## src/rtl/ncb_pkg.sv

```systemverilog
// Package for the network controller register bank: fields, timing, carriers
// Overview of operation
// - Reset clears main register but sets stop; reads change nothing.
// - Error summary bit 15 is read-only OR of four error flags.
// - Babble flag sets after 1519 bytes sent in one transmission.
// - Seven event flags clear on written one, keep on zero, clear on stop.
// - Heartbeat flag sets if collision absent 2 us after own transmission.
// - Missed flag sets on packet lost for lack of buffer, not in loopback.
// - Memory error after 25.6 us without ready; receiver, transmitter off.
// - Receive or transmit flag sets on last descriptor update or failure.
// - Init-done flag sets once the init block has been read and stored.
// - Interrupt pending is read-only OR of six flags, heartbeat excluded.
// - Request when pending and enable set; enable writable, stop clears it.
// - Receiver on: set by start after init if enabled; error, stop clear.
// - Transmitter on like receiver on; also cleared by descriptor errors.
// - Transmit demand hastens poll; cleared when recognized or by stop.
// - Stop halts and resets all but select and pointers, clears other bits, holds until start/init.
// - Stop written with start and initialize: only stop takes effect.
// - Start enables operation, initialize reads block; either clears stop.
// - Pointer registers form a 24-bit byte address, low word and high byte.
// - Auxiliary registers reachable only while stopped; select 01, 10, 11.
// - Config: byte swap, strobe polarity, byte mask; writable, stop clears.
// - While running, auxiliary reads return undefined data; writes ignored.
// - Select field resets to zero; data port accesses never alter it.
package ncb_pkg;

  // Register select codes
  localparam logic [1:0] SEL_MAIN = 2'h0;
  localparam logic [1:0] SEL_ADDR_LOW = 2'h1;
  localparam logic [1:0] SEL_ADDR_HIGH = 2'h2;
  localparam logic [1:0] SEL_CONFIG = 2'h3;

  // Main register bit positions
  localparam int BIT_ERR = 15;
  localparam int BIT_BABBLE = 14;
  localparam int BIT_HEARTBEAT = 13;
  localparam int BIT_MISSED = 12;
  localparam int BIT_MEMERR = 11;
  localparam int BIT_RECEIVE = 10;
  localparam int BIT_TRANSMIT = 9;
  localparam int BIT_INITDONE = 8;
  localparam int BIT_PENDING = 7;
  localparam int BIT_INT_ENABLE = 6;
  localparam int BIT_RX_ON = 5;
  localparam int BIT_TX_ON = 4;
  localparam int BIT_TX_DEMAND = 3;
  localparam int BIT_STOP = 2;
  localparam int BIT_START = 1;
  localparam int BIT_INIT = 0;

  // Config register bit positions
  localparam int BIT_BYTE_SWAP = 2;
  localparam int BIT_STROBE_POL = 1;
  localparam int BIT_BYTE_MASK = 0;

  // Sticky flag indices inside the flag vector
  localparam int FLAG_COUNT = 7;
  localparam int FI_BABBLE = 0;
  localparam int FI_HEARTBEAT = 1;
  localparam int FI_MISSED = 2;
  localparam int FI_MEMERR = 3;
  localparam int FI_RECEIVE = 4;
  localparam int FI_TRANSMIT = 5;
  localparam int FI_INITDONE = 6;

  // Timing at 100 MHz
  localparam int CLK_PERIOD_PS = 10000;
  localparam int HEARTBEAT_WINDOW_PS = 2000000;   // 2 us
  localparam int DMA_TIMEOUT_PS = 25600000;       // 25.6 us
  localparam int HEARTBEAT_CYCLES = HEARTBEAT_WINDOW_PS / CLK_PERIOD_PS;
  localparam int DMA_TIMEOUT_CYCLES = DMA_TIMEOUT_PS / CLK_PERIOD_PS;
  localparam logic [7:0] HB_LAST = 8'(HEARTBEAT_CYCLES - 1);
  localparam logic [11:0] DMA_LAST = 12'(DMA_TIMEOUT_CYCLES - 1);
  localparam logic [10:0] BABBLE_BYTES = 11'h5EF;  // 1519

  // Reset values
  localparam logic [15:0] MAIN_RESET = 16'h0004;
  localparam logic [1:0] SEL_RESET = 2'h0;

  // Events from the controller core, all same-clock pulses or levels
  typedef struct packed {
    logic tx_byte;         // One data byte sent in current transmission
    logic tx_begin;        // Start of a transmission
    logic tx_end;          // Own transmission completed
    logic rx_missed;       // Packet lost, no receive buffer owned
    logic rx_desc_done;    // Last receive descriptor updated
    logic rx_fail;         // Reception stopped on failure
    logic tx_desc_done;    // Last transmit descriptor updated
    logic tx_fail;         // Transmission stopped on failure
    logic tx_desc_error;   // Underflow, buffer or retry error in descriptor
    logic init_complete;   // Init block read and parameters stored
    logic demand_seen;     // Core recognized the transmit demand
    logic dma_busy;        // A DMA memory cycle is in progress
    logic dma_ready;       // Memory ready response
  } ncb_evt_t;

  // Mode bits taken from the stored init block
  typedef struct packed {
    logic receiver_disable;
    logic transmitter_disable;
    logic internal_loopback;
  } ncb_mode_t;

  // Control outputs to the controller core
  typedef struct packed {
    logic        stop;
    logic        start_operation;
    logic        init_req;
    logic        receiver_on;
    logic        transmitter_on;
    logic        transmit_demand;
    logic [23:0] init_block_pointer;
    logic        byte_swap;
    logic        strobe_polarity;
    logic        byte_mask_config;
  } ncb_ctrl_t;

endpackage

```

## src/rtl/ncb_flag_cell.sv

```systemverilog
// Sticky event flag with write-one-to-clear and a stop clear
`timescale 1ns/1ns
module ncb_flag_cell
(
  input  wire logic clk_i,
  input  wire logic rst_i,
  input  wire logic set_i,
  input  wire logic clr_i,
  output logic      flag_o
);

  logic flag_ff;
  logic nxt_flag;

  // A set in the clear cycle wins so no event is lost; stop wins over all
  always_comb
  begin
    nxt_flag = set_i | (flag_ff & ~clr_i);
  end

  always_ff @(posedge clk_i)
  begin
    if (rst_i)
      flag_ff <= 1'b0;
    else
      flag_ff <= nxt_flag;
  end

  assign flag_o = flag_ff;

endmodule

```

## src/rtl/ncb_csr_bank.sv

```systemverilog
// Network controller register bank with indexed select and data ports
`timescale 1ns/1ns
module ncb_csr_bank
(
  input  wire logic               clk_i,
  input  wire logic               rst_i,
  input  wire logic               host_port_sel_i,
  input  wire logic               host_wr_i,
  input  wire logic               host_rd_i,
  input  wire logic [15:0]        host_wdata_i,
  output logic      [15:0]        host_rdata_o,
  input  wire ncb_pkg::ncb_evt_t  evt_i,
  input  wire ncb_pkg::ncb_mode_t mode_i,
  input  wire logic               collision_i,
  output ncb_pkg::ncb_ctrl_t      ctrl_o,
  output logic                    irq_o
);

  // Port decode: select 0 is the data window, 1 the select port
  logic data_wr;
  logic sel_wr;
  logic main_wr;
  logic aux_wr;
  logic stop_req;
  logic clear_all;
  logic [ncb_pkg::FLAG_COUNT-1:0] flag_set;
  logic [ncb_pkg::FLAG_COUNT-1:0] flag_clr;
  logic [ncb_pkg::FLAG_COUNT-1:0] flags;

  logic [1:0]  sel_ff;
  logic [1:0]  nxt_sel;
  logic        stop_ff;
  logic        nxt_stop;
  logic        start_ff;
  logic        nxt_start;
  logic        init_ff;
  logic        nxt_init;
  logic        interrupt_enable_ff;
  logic        nxt_interrupt_enable;
  logic        receiver_on_ff;
  logic        nxt_receiver_on;
  logic        transmitter_on_ff;
  logic        nxt_transmitter_on;
  logic        transmit_demand_ff;
  logic        nxt_transmit_demand;
  logic        inited_ff;
  logic        nxt_inited;
  logic [15:0] addr_low_ff;
  logic [15:0] nxt_addr_low;
  logic [7:0]  addr_high_ff;
  logic [7:0]  nxt_addr_high;
  logic [2:0]  cfg_ff;
  logic [2:0]  nxt_cfg;
  logic [15:0] rdata_ff;
  logic [15:0] nxt_rdata;

  logic        col_meta_ff;
  logic        col_sync_ff;
  logic [10:0] byte_cnt_ff;
  logic [10:0] nxt_byte_cnt;
  logic        hb_wait_ff;
  logic        nxt_hb_wait;
  logic [7:0]  hb_cnt_ff;
  logic [7:0]  nxt_hb_cnt;
  logic [11:0] dma_cnt_ff;
  logic [11:0] nxt_dma_cnt;
  logic        babble_hit;
  logic        hb_miss;
  logic        dma_timeout;
  logic        err_sum;
  logic        pending;
  logic        start_wr;
  logic        init_wr;
  logic [15:0] main_word;

  assign data_wr = host_wr_i & ~host_port_sel_i;
  assign sel_wr = host_wr_i & host_port_sel_i;
  assign main_wr = data_wr & (sel_ff == ncb_pkg::SEL_MAIN);
  // Auxiliary writes are dropped unless the block is stopped
  assign aux_wr = data_wr & (sel_ff != ncb_pkg::SEL_MAIN)
                  & stop_ff;
  assign stop_req = main_wr & host_wdata_i[ncb_pkg::BIT_STOP];
  // Stop behaves like a power-on reset for flags, timers and control state; select and pointers are kept
  assign clear_all = rst_i | stop_req;
  // Stop beats start and initialize written alongside it
  assign start_wr = main_wr & host_wdata_i[ncb_pkg::BIT_START]
                    & ~stop_req;
  assign init_wr = main_wr & host_wdata_i[ncb_pkg::BIT_INIT]
                   & ~stop_req;

  // Collision pin crosses in from the transceiver
  always_ff @(posedge clk_i)
  begin
    if (rst_i)
    begin
      col_meta_ff <= 1'b0;
      col_sync_ff <= 1'b0;
    end
    else
    begin
      col_meta_ff <= collision_i;
      col_sync_ff <= col_meta_ff;
    end
  end

  // Event timers: byte count, heartbeat window and DMA ready timeout
  always_comb
  begin
    nxt_byte_cnt = byte_cnt_ff;
    babble_hit = 1'b0;
    if (evt_i.tx_begin)
      nxt_byte_cnt = '0;
    else if (evt_i.tx_byte && byte_cnt_ff != ncb_pkg::BABBLE_BYTES)
    begin
      nxt_byte_cnt = 11'(byte_cnt_ff + 11'h001);
      // Flag once, transmission itself carries on to its end
      babble_hit = (nxt_byte_cnt == ncb_pkg::BABBLE_BYTES);
    end
    nxt_hb_wait = hb_wait_ff;
    nxt_hb_cnt = hb_cnt_ff;
    hb_miss = 1'b0;
    if (evt_i.tx_end)
    begin
      nxt_hb_wait = 1'b1;
      nxt_hb_cnt = '0;
    end
    else if (hb_wait_ff)
    begin
      if (col_sync_ff)
        nxt_hb_wait = 1'b0;
      else if (hb_cnt_ff == ncb_pkg::HB_LAST)
      begin
        nxt_hb_wait = 1'b0;
        hb_miss = 1'b1;
      end
      else
        nxt_hb_cnt = 8'(hb_cnt_ff + 8'h01);
    end
    nxt_dma_cnt = '0;
    dma_timeout = 1'b0;
    // Counter holds at its end so the timeout stays asserted every cycle while the cycle is stuck
    if (evt_i.dma_busy && !evt_i.dma_ready)
    begin
      if (dma_cnt_ff == ncb_pkg::DMA_LAST)
      begin
        nxt_dma_cnt = dma_cnt_ff;
        dma_timeout = 1'b1;
      end
      else
        nxt_dma_cnt = 12'(dma_cnt_ff + 12'h001);
    end
  end

  always_ff @(posedge clk_i)
  begin
    if (clear_all)
    begin
      byte_cnt_ff <= '0;
      hb_wait_ff <= 1'b0;
      hb_cnt_ff <= '0;
      dma_cnt_ff <= '0;
    end
    else
    begin
      byte_cnt_ff <= nxt_byte_cnt;
      hb_wait_ff <= nxt_hb_wait;
      hb_cnt_ff <= nxt_hb_cnt;
      dma_cnt_ff <= nxt_dma_cnt;
    end
  end

  // Sticky flag sources and write-one clears
  always_comb
  begin
    flag_set = '0;
    flag_set[ncb_pkg::FI_BABBLE] = babble_hit;
    flag_set[ncb_pkg::FI_HEARTBEAT] = hb_miss;
    flag_set[ncb_pkg::FI_MISSED] = evt_i.rx_missed
                                   & ~mode_i.internal_loopback;
    flag_set[ncb_pkg::FI_MEMERR] = dma_timeout;
    flag_set[ncb_pkg::FI_RECEIVE] = evt_i.rx_desc_done
                                    | evt_i.rx_fail;
    flag_set[ncb_pkg::FI_TRANSMIT] = evt_i.tx_desc_done
                                     | evt_i.tx_fail;
    flag_set[ncb_pkg::FI_INITDONE] = evt_i.init_complete & init_ff;
    flag_clr = {host_wdata_i[ncb_pkg::BIT_INITDONE],
                host_wdata_i[ncb_pkg::BIT_TRANSMIT],
                host_wdata_i[ncb_pkg::BIT_RECEIVE],
                host_wdata_i[ncb_pkg::BIT_MEMERR],
                host_wdata_i[ncb_pkg::BIT_MISSED],
                host_wdata_i[ncb_pkg::BIT_HEARTBEAT],
                host_wdata_i[ncb_pkg::BIT_BABBLE]}
               & {ncb_pkg::FLAG_COUNT{main_wr}};
  end

  // One cell per event flag
  genvar gi;
  generate
    for (gi = 0; gi < ncb_pkg::FLAG_COUNT; gi++)
    begin : g_flag
      ncb_flag_cell u_flag
      (
        .clk_i  (clk_i),
        .rst_i  (clear_all),
        .set_i  (flag_set[gi]),
        .clr_i  (flag_clr[gi]),
        .flag_o (flags[gi])
      );
    end
  endgenerate

  // Summary bits are pure functions of the flags, so writes cannot touch them
  assign err_sum = flags[ncb_pkg::FI_BABBLE] | flags[ncb_pkg::FI_HEARTBEAT]
                   | flags[ncb_pkg::FI_MISSED]
                   | flags[ncb_pkg::FI_MEMERR];
  assign pending = flags[ncb_pkg::FI_BABBLE] | flags[ncb_pkg::FI_MISSED]
                   | flags[ncb_pkg::FI_MEMERR] | flags[ncb_pkg::FI_RECEIVE]
                   | flags[ncb_pkg::FI_TRANSMIT]
                   | flags[ncb_pkg::FI_INITDONE];

  // Main control state
  always_comb
  begin
    nxt_stop = stop_ff;
    nxt_start = start_ff | start_wr;
    nxt_init = init_ff | init_wr;
    if (start_wr || init_wr)
      nxt_stop = 1'b0;
    nxt_interrupt_enable = main_wr ? host_wdata_i[ncb_pkg::BIT_INT_ENABLE]
                       : interrupt_enable_ff;
    nxt_inited = inited_ff | flag_set[ncb_pkg::FI_INITDONE];
    nxt_receiver_on = receiver_on_ff;
    nxt_transmitter_on = transmitter_on_ff;
    // On once both init has completed and start is set, in either order
    if (nxt_inited && nxt_start)
    begin
      nxt_receiver_on = receiver_on_ff | ((start_wr | ~inited_ff)
                            & ~mode_i.receiver_disable);
      nxt_transmitter_on = transmitter_on_ff | ((start_wr | ~inited_ff)
                            & ~mode_i.transmitter_disable);
    end
    if (dma_timeout)
    begin
      nxt_receiver_on = 1'b0;
      nxt_transmitter_on = 1'b0;
    end
    if (evt_i.tx_desc_error)
      nxt_transmitter_on = 1'b0;
    // Demand set wins over the core's acknowledge in the same cycle
    nxt_transmit_demand = (main_wr & host_wdata_i[ncb_pkg::BIT_TX_DEMAND])
               | (transmit_demand_ff & ~evt_i.demand_seen);
  end

  always_ff @(posedge clk_i)
  begin
    if (clear_all)
    begin
      stop_ff <= 1'b1;
      start_ff <= 1'b0;
      init_ff <= 1'b0;
      interrupt_enable_ff <= 1'b0;
      receiver_on_ff <= 1'b0;
      transmitter_on_ff <= 1'b0;
      transmit_demand_ff <= 1'b0;
      inited_ff <= 1'b0;
    end
    else
    begin
      stop_ff <= nxt_stop;
      start_ff <= nxt_start;
      init_ff <= nxt_init;
      interrupt_enable_ff <= nxt_interrupt_enable;
      receiver_on_ff <= nxt_receiver_on;
      transmitter_on_ff <= nxt_transmitter_on;
      transmit_demand_ff <= nxt_transmit_demand;
      inited_ff <= nxt_inited;
    end
  end

  // Select port and auxiliary registers
  always_comb
  begin
    nxt_sel = sel_wr ? host_wdata_i[1:0] : sel_ff;
    nxt_addr_low = addr_low_ff;
    nxt_addr_high = addr_high_ff;
    nxt_cfg = cfg_ff;
    if (aux_wr && sel_ff == ncb_pkg::SEL_ADDR_LOW)
      nxt_addr_low = host_wdata_i;
    if (aux_wr && sel_ff == ncb_pkg::SEL_ADDR_HIGH)
      nxt_addr_high = host_wdata_i[7:0];
    if (aux_wr && sel_ff == ncb_pkg::SEL_CONFIG)
      nxt_cfg = host_wdata_i[2:0];
    if (stop_req)
      nxt_cfg = '0;
  end

  // Pointer contents are kept over stop; only power-on touches the select
  always_ff @(posedge clk_i)
  begin
    if (rst_i)
    begin
      sel_ff <= ncb_pkg::SEL_RESET;
      addr_low_ff <= '0;
      addr_high_ff <= '0;
      cfg_ff <= '0;
    end
    else
    begin
      sel_ff <= nxt_sel;
      addr_low_ff <= nxt_addr_low;
      addr_high_ff <= nxt_addr_high;
      cfg_ff <= nxt_cfg;
    end
  end

  // Read path: registered, a read never alters any bit
  always_comb
  begin
    main_word = {err_sum, flags[ncb_pkg::FI_BABBLE],
                 flags[ncb_pkg::FI_HEARTBEAT], flags[ncb_pkg::FI_MISSED],
                 flags[ncb_pkg::FI_MEMERR], flags[ncb_pkg::FI_RECEIVE],
                 flags[ncb_pkg::FI_TRANSMIT], flags[ncb_pkg::FI_INITDONE],
                 pending, interrupt_enable_ff, receiver_on_ff, transmitter_on_ff, transmit_demand_ff, stop_ff,
                 start_ff, init_ff};
    nxt_rdata = rdata_ff;
    if (host_rd_i && host_port_sel_i)
      nxt_rdata = {14'h0000, sel_ff};
    else if (host_rd_i && sel_ff == ncb_pkg::SEL_MAIN)
      nxt_rdata = main_word;
    else if (host_rd_i && !stop_ff)
      nxt_rdata = 16'h0000;
    else if (host_rd_i)
    begin
      unique case (sel_ff)
        ncb_pkg::SEL_ADDR_LOW:  nxt_rdata = addr_low_ff;
        ncb_pkg::SEL_ADDR_HIGH: nxt_rdata = {8'h00, addr_high_ff};
        ncb_pkg::SEL_CONFIG:    nxt_rdata = {13'h0000, cfg_ff};
        ncb_pkg::SEL_MAIN:      nxt_rdata = main_word;
      endcase
    end
  end

  always_ff @(posedge clk_i)
  begin
    if (rst_i)
      rdata_ff <= '0;
    else
      rdata_ff <= nxt_rdata;
  end

  assign host_rdata_o = rdata_ff;
  // Level request; a new edge needs pending cleared or enable toggled
  assign irq_o = pending & interrupt_enable_ff;

  // Control outputs to the controller core
  always_comb
  begin
    ctrl_o.stop = stop_ff;
    ctrl_o.start_operation = start_ff;
    ctrl_o.init_req = init_ff;
    ctrl_o.receiver_on = receiver_on_ff;
    ctrl_o.transmitter_on = transmitter_on_ff;
    ctrl_o.transmit_demand = transmit_demand_ff;
    ctrl_o.init_block_pointer = {addr_high_ff, addr_low_ff};
    ctrl_o.byte_swap = cfg_ff[ncb_pkg::BIT_BYTE_SWAP];
    ctrl_o.strobe_polarity = cfg_ff[ncb_pkg::BIT_STROBE_POL];
    ctrl_o.byte_mask_config = cfg_ff[ncb_pkg::BIT_BYTE_MASK];
  end

endmodule

```

## config.mk

```make
export PLATFORM = sky130hd
export DESIGN_NAME = ncb_csr_bank
export DESIGN_NICKNAME = d
export VERILOG_FILES = /design/src/rtl/ncb_pkg.sv /design/src/rtl/ncb_flag_cell.sv /design/src/rtl/ncb_csr_bank.sv
export SDC_FILE = /design/constraint.sdc
export NUM_CORES = 1
export LEC_CHECK = 0
export BUFFER_PORTS_ARGS = -buffer_cell sky130_fd_sc_hd__buf_4
export CORE_UTILIZATION = 53
export CTS_CLUSTER_DIAMETER = 50
export CTS_CLUSTER_SIZE = 25
export DETAILED_ROUTE_END_ITERATION = 16
export PLACE_DENSITY_LB_ADDON = 0.08
export SLEW_MARGIN = 20
export SYNTH_ARGS = -nofsm -noshare
export SYNTH_HDL_FRONTEND = slang
export SYNTH_SLANG_ARGS = --single-unit
```

## constraint.sdc

```tcl
create_clock -name clk_i -period 2.25 [get_ports clk_i]
set_input_delay 0.225 -clock clk_i [delete_from_list [all_inputs] [get_ports clk_i]]
set_output_delay 0.225 -clock clk_i [all_outputs]
set_load 0.01 [all_outputs]
```

==> flow_metrics.py <==
metrics = {
    "global_routing": {
        "grt_remaining_overflow": 0,
        "grt_start_max_net_pins": 34,
        "grt_pass1_wl_um": 17700,
        "grt.total_usage_pct": 26.0,
        "antenna_found_initial": 0,
        "grt_pass1_vias": 3696,
    },
    "timing": {
        "final.period_utilization_pct": 83.9,
        "clock_skew_ps": 12.7,
        "setup_viol": 0,
        "drv_slew": 0,
        "rsz0062_at_grt": "false",
        "hold_viol": 0,
        "fmax_ghz": 0.530,
        "fin_crit_ps": 1890,
        "worst_pin_slew_ps": 655,
        "tns_ps": 0,
        "maxSlewHeadroom_pct": 56.0,
    },
    "floorplan": {
        "dieArea_um2": 8540,
        "start_util_pct": 55.5,
        "die-width_um": 92.4,
        "die_y_um": 92.4,
        "std_cell_rows": 32,
        "io_pins": 88,
        "core-area_um2": 7810,
    },
    "finish": {
        "final_core_util_pct": 65.9,
        "synthToLayoutAreaGrowth_pct": 18.8,
        "fillers": 688,
        "layout.area.seq_um2": 1880,
        "layout-drive-gt1-share_pct": 19.9,
        "diodes": 0,
        "final_nets": 634,
        "multi_input_area_um2": 2170,
        "stdcell_count": 699,
        "postLayoutCellArea_um2": 5140,
    },
    "clocking": {
        "htreeDepth": 3,
        "cts_tree": "built",
        "numCtsBuffers": 9,
        "numClockSinks": 94,
        "clkLatencyLatePin_ps": 360,
        "cts_hold_buf": 0,
        "path_clk_slew_ps": 100,
        "clockBufferDepth": 2,
        "cts_resized": 0,
        "postCtsSetupBuffers": 0,
        "root_buffer": "clkbuf_8",
    },
    "pwr": {
        "p_leak_nw": 1.99,
        "p_total_mw": 3.02,
        "p_per_area_nw_per_um2": 586,
        "vdd_drop_max_uv": 256,
    },
    "setup_path": {
        "crit_start": "sel_ff[0]$_SDFFE_PP0P_",
        "r2r_start": "sel_ff[0]$_SDFFE_PP0P_",
        "cp-end-kind": "flop",
        "crit_arrival_ps": 2100,
        "cp-start-kind": "flop",
        "crit_type": "reg2reg",
        "cp.required_ps": 2460,
        "critPathMaxFanout": 12,
    },
    "synth": {
        "synth_common_cells": "dfxtp_1 (94), a21oi_1 (63), nor2_1 (61), nand2_1 (55), nand3_1 (26)",
        "synthCells": 524,
        "ys_top_cells_by_area": "dfxtp_1 (43%), a21oi_1 (7.3%), nor2_1 (5.3%)",
        "synth_nets": 566,
        "synth_top_family_by_area": "simple AND/OR/NAND/NOR gates",
        "yosysSeqAreaShare_pct": 43.5,
        "synth_simple_gate_area_share_pct": 25.6,
        "synth_flop_cell": "dfxtp_1",
        "syn-cell-area_um2": 4330,
        "synth_xor_area_share_pct": 3.84,
        "synth_top_area_cell": "dfxtp_1",
        "yosysWarnings": 0,
        "ys_seq_elements": 94,
        "synth_top_area_share_pct": 43.5,
        "synth_edf_count": 0,
        "synth_fa_ha_area_share_pct": 1.16,
        "synthMuxAreaShare_pct": 4.45,
        "yosysMostFrequentCell": "dfxtp_1",
        "synth-compound-area-share_pct": 15.0,
        "syn_area_per_cell_um2": 8.26,
        "synth_async_sr_flop_share_pct": 0,
        "ys_types": 55,
    },
    "place": {
        "gp_congestion": 0.827,
        "dp.final_hpwl_um": 7590,
        "numPortBuffers": 87,
        "place_inst": 683,
        "place_area_um2": 4970,
    },
    "min_path": {
        "min_path_type": "in2reg",
        "hold_start": "evt_i[5]",
    },
    "detailed_routing": {
        "vias_per_cell": 5.60,
        "first_pass_iters": 4,
        "postRouteAntennaNets": 0,
        "num_vias": 3911,
        "wl_per_cell_um": 15.0,
        "drc_errors": 0,
        "routed_wirelength_um": 10500,
        "first_iter_violations": 205,
    },
    "flow_run": {
        "cap_violations": 0,
    },
    "run_status": {
        "status": "finished clean",
    },
}
-- critical path: stages (launching register included) --
cell and delay, ps:
dfxtp_1 330, or4b_4 550, o21ai_2 320, nand2b_1 420, nor3_1 120
-- registers in the layout, summed over array words and instances, names as in the netlist --
name,flops
interrupt_enable_ff,1
start_ff,1
inited_ff,1
addr_high_ff,8
sel_ff,2
g_flag.u_flag.flag_o,7
host_rdata_o,16
hb_wait_ff,1
col_sync_ff,1
transmit_demand_ff,1
init_ff,1
receiver_on_ff,1
cfg_ff,3
hb_cnt_ff,8
stop_ff,1
dma_cnt_ff,12
col_meta_ff,1
byte_cnt_ff,11
addr_low_ff,16
transmitter_on_ff,1
-- cell families after synthesis --
logic type,Yosys count
and+or+nand+nor,219
AOI/OAI and AO/OA,110
DFF,94
buffers and inverters,59
xor gates and xnor gates,19
muxes,19
adders and majority gates,4
-- path summary, 6_finish.rpt --
| check | end | slack, ps | cells past startpoint |
|---|---|---|---|
| max | dma_cnt_ff[9]$_SDFFE_PP0N_ | 360 | 4 |
| min | g_flag[5].u_flag.flag_o$_SDFF_PP0_ | 100 | 3 |
| max reg2reg | dma_cnt_ff[9]$_SDFFE_PP0N_ | 360 | 4 |
| min reg2reg | col_sync_ff$_SDFF_PP0_ | 440 | 1 |
-- cell type report --
type | count | share of cell area (%)
Sequential cell | 94 | 36.6
Clock inverter | 5 | 0.681
Inverter | 22 | 1.61
Clock buffer | 11 | 2.75
Multi-Input combinational cell | 371 | 42.2
Tap cell | 102 | 2.48
Timing Repair Buffer | 94 | 13.7
-- layout by cell type, fill, tap and decap left out, drive strengths merged, types with 2 or more instances in the layout --
cell / instances
dfxtp: 94
buf: 94
a21oi: 63
nor2: 61
nand2: 55
nand3: 26
inv: 22
o21ai: 19
mux2i: 17
nor2b: 15
or3: 11
nand4: 11
clkbuf: 11
xnor2: 10
a211oi: 10
nand2b: 9
xor2: 9
nor4: 6
nor3: 5
and4: 4
ha: 4
clkinvlp: 4
and2: 3
and4b: 3
a21o: 3
or2: 2
o211ai: 2
mux2: 2
o31ai: 2
-- layer usage --
layer | part of all wire [%] | global-route usage (%) | vias to the layer above
met5 | 0 | 0 | -
met4 | 1.8 | 10.4 | 0
met1 | 45 | 35.0 | 1829
met2 | 47 | 41.0 | 126
li1 | - | - | 1939
met3 | 5.9 | 4.76 | 17
-- per-stage QoR --
stage          setup WS (ps)  hold slack (ps)
6_report                 361             96.8
5_1_grt                  193             92.0
4_1_cts                  351             89.8
3_5_place_dp             326              425
3_3_place_gp             392              427
2_1_floorplan            706              297
-- where the power goes --
part | internal, mW | total [mW] | switching (mW)
clock network | 0.430 | 1.01 | 0.576
registers | 1.70 | 1.72 | 0.0232
logic | 0.128 | 0.292 | 0.164
No activity file was read; power rests on OpenSTA's default activity.
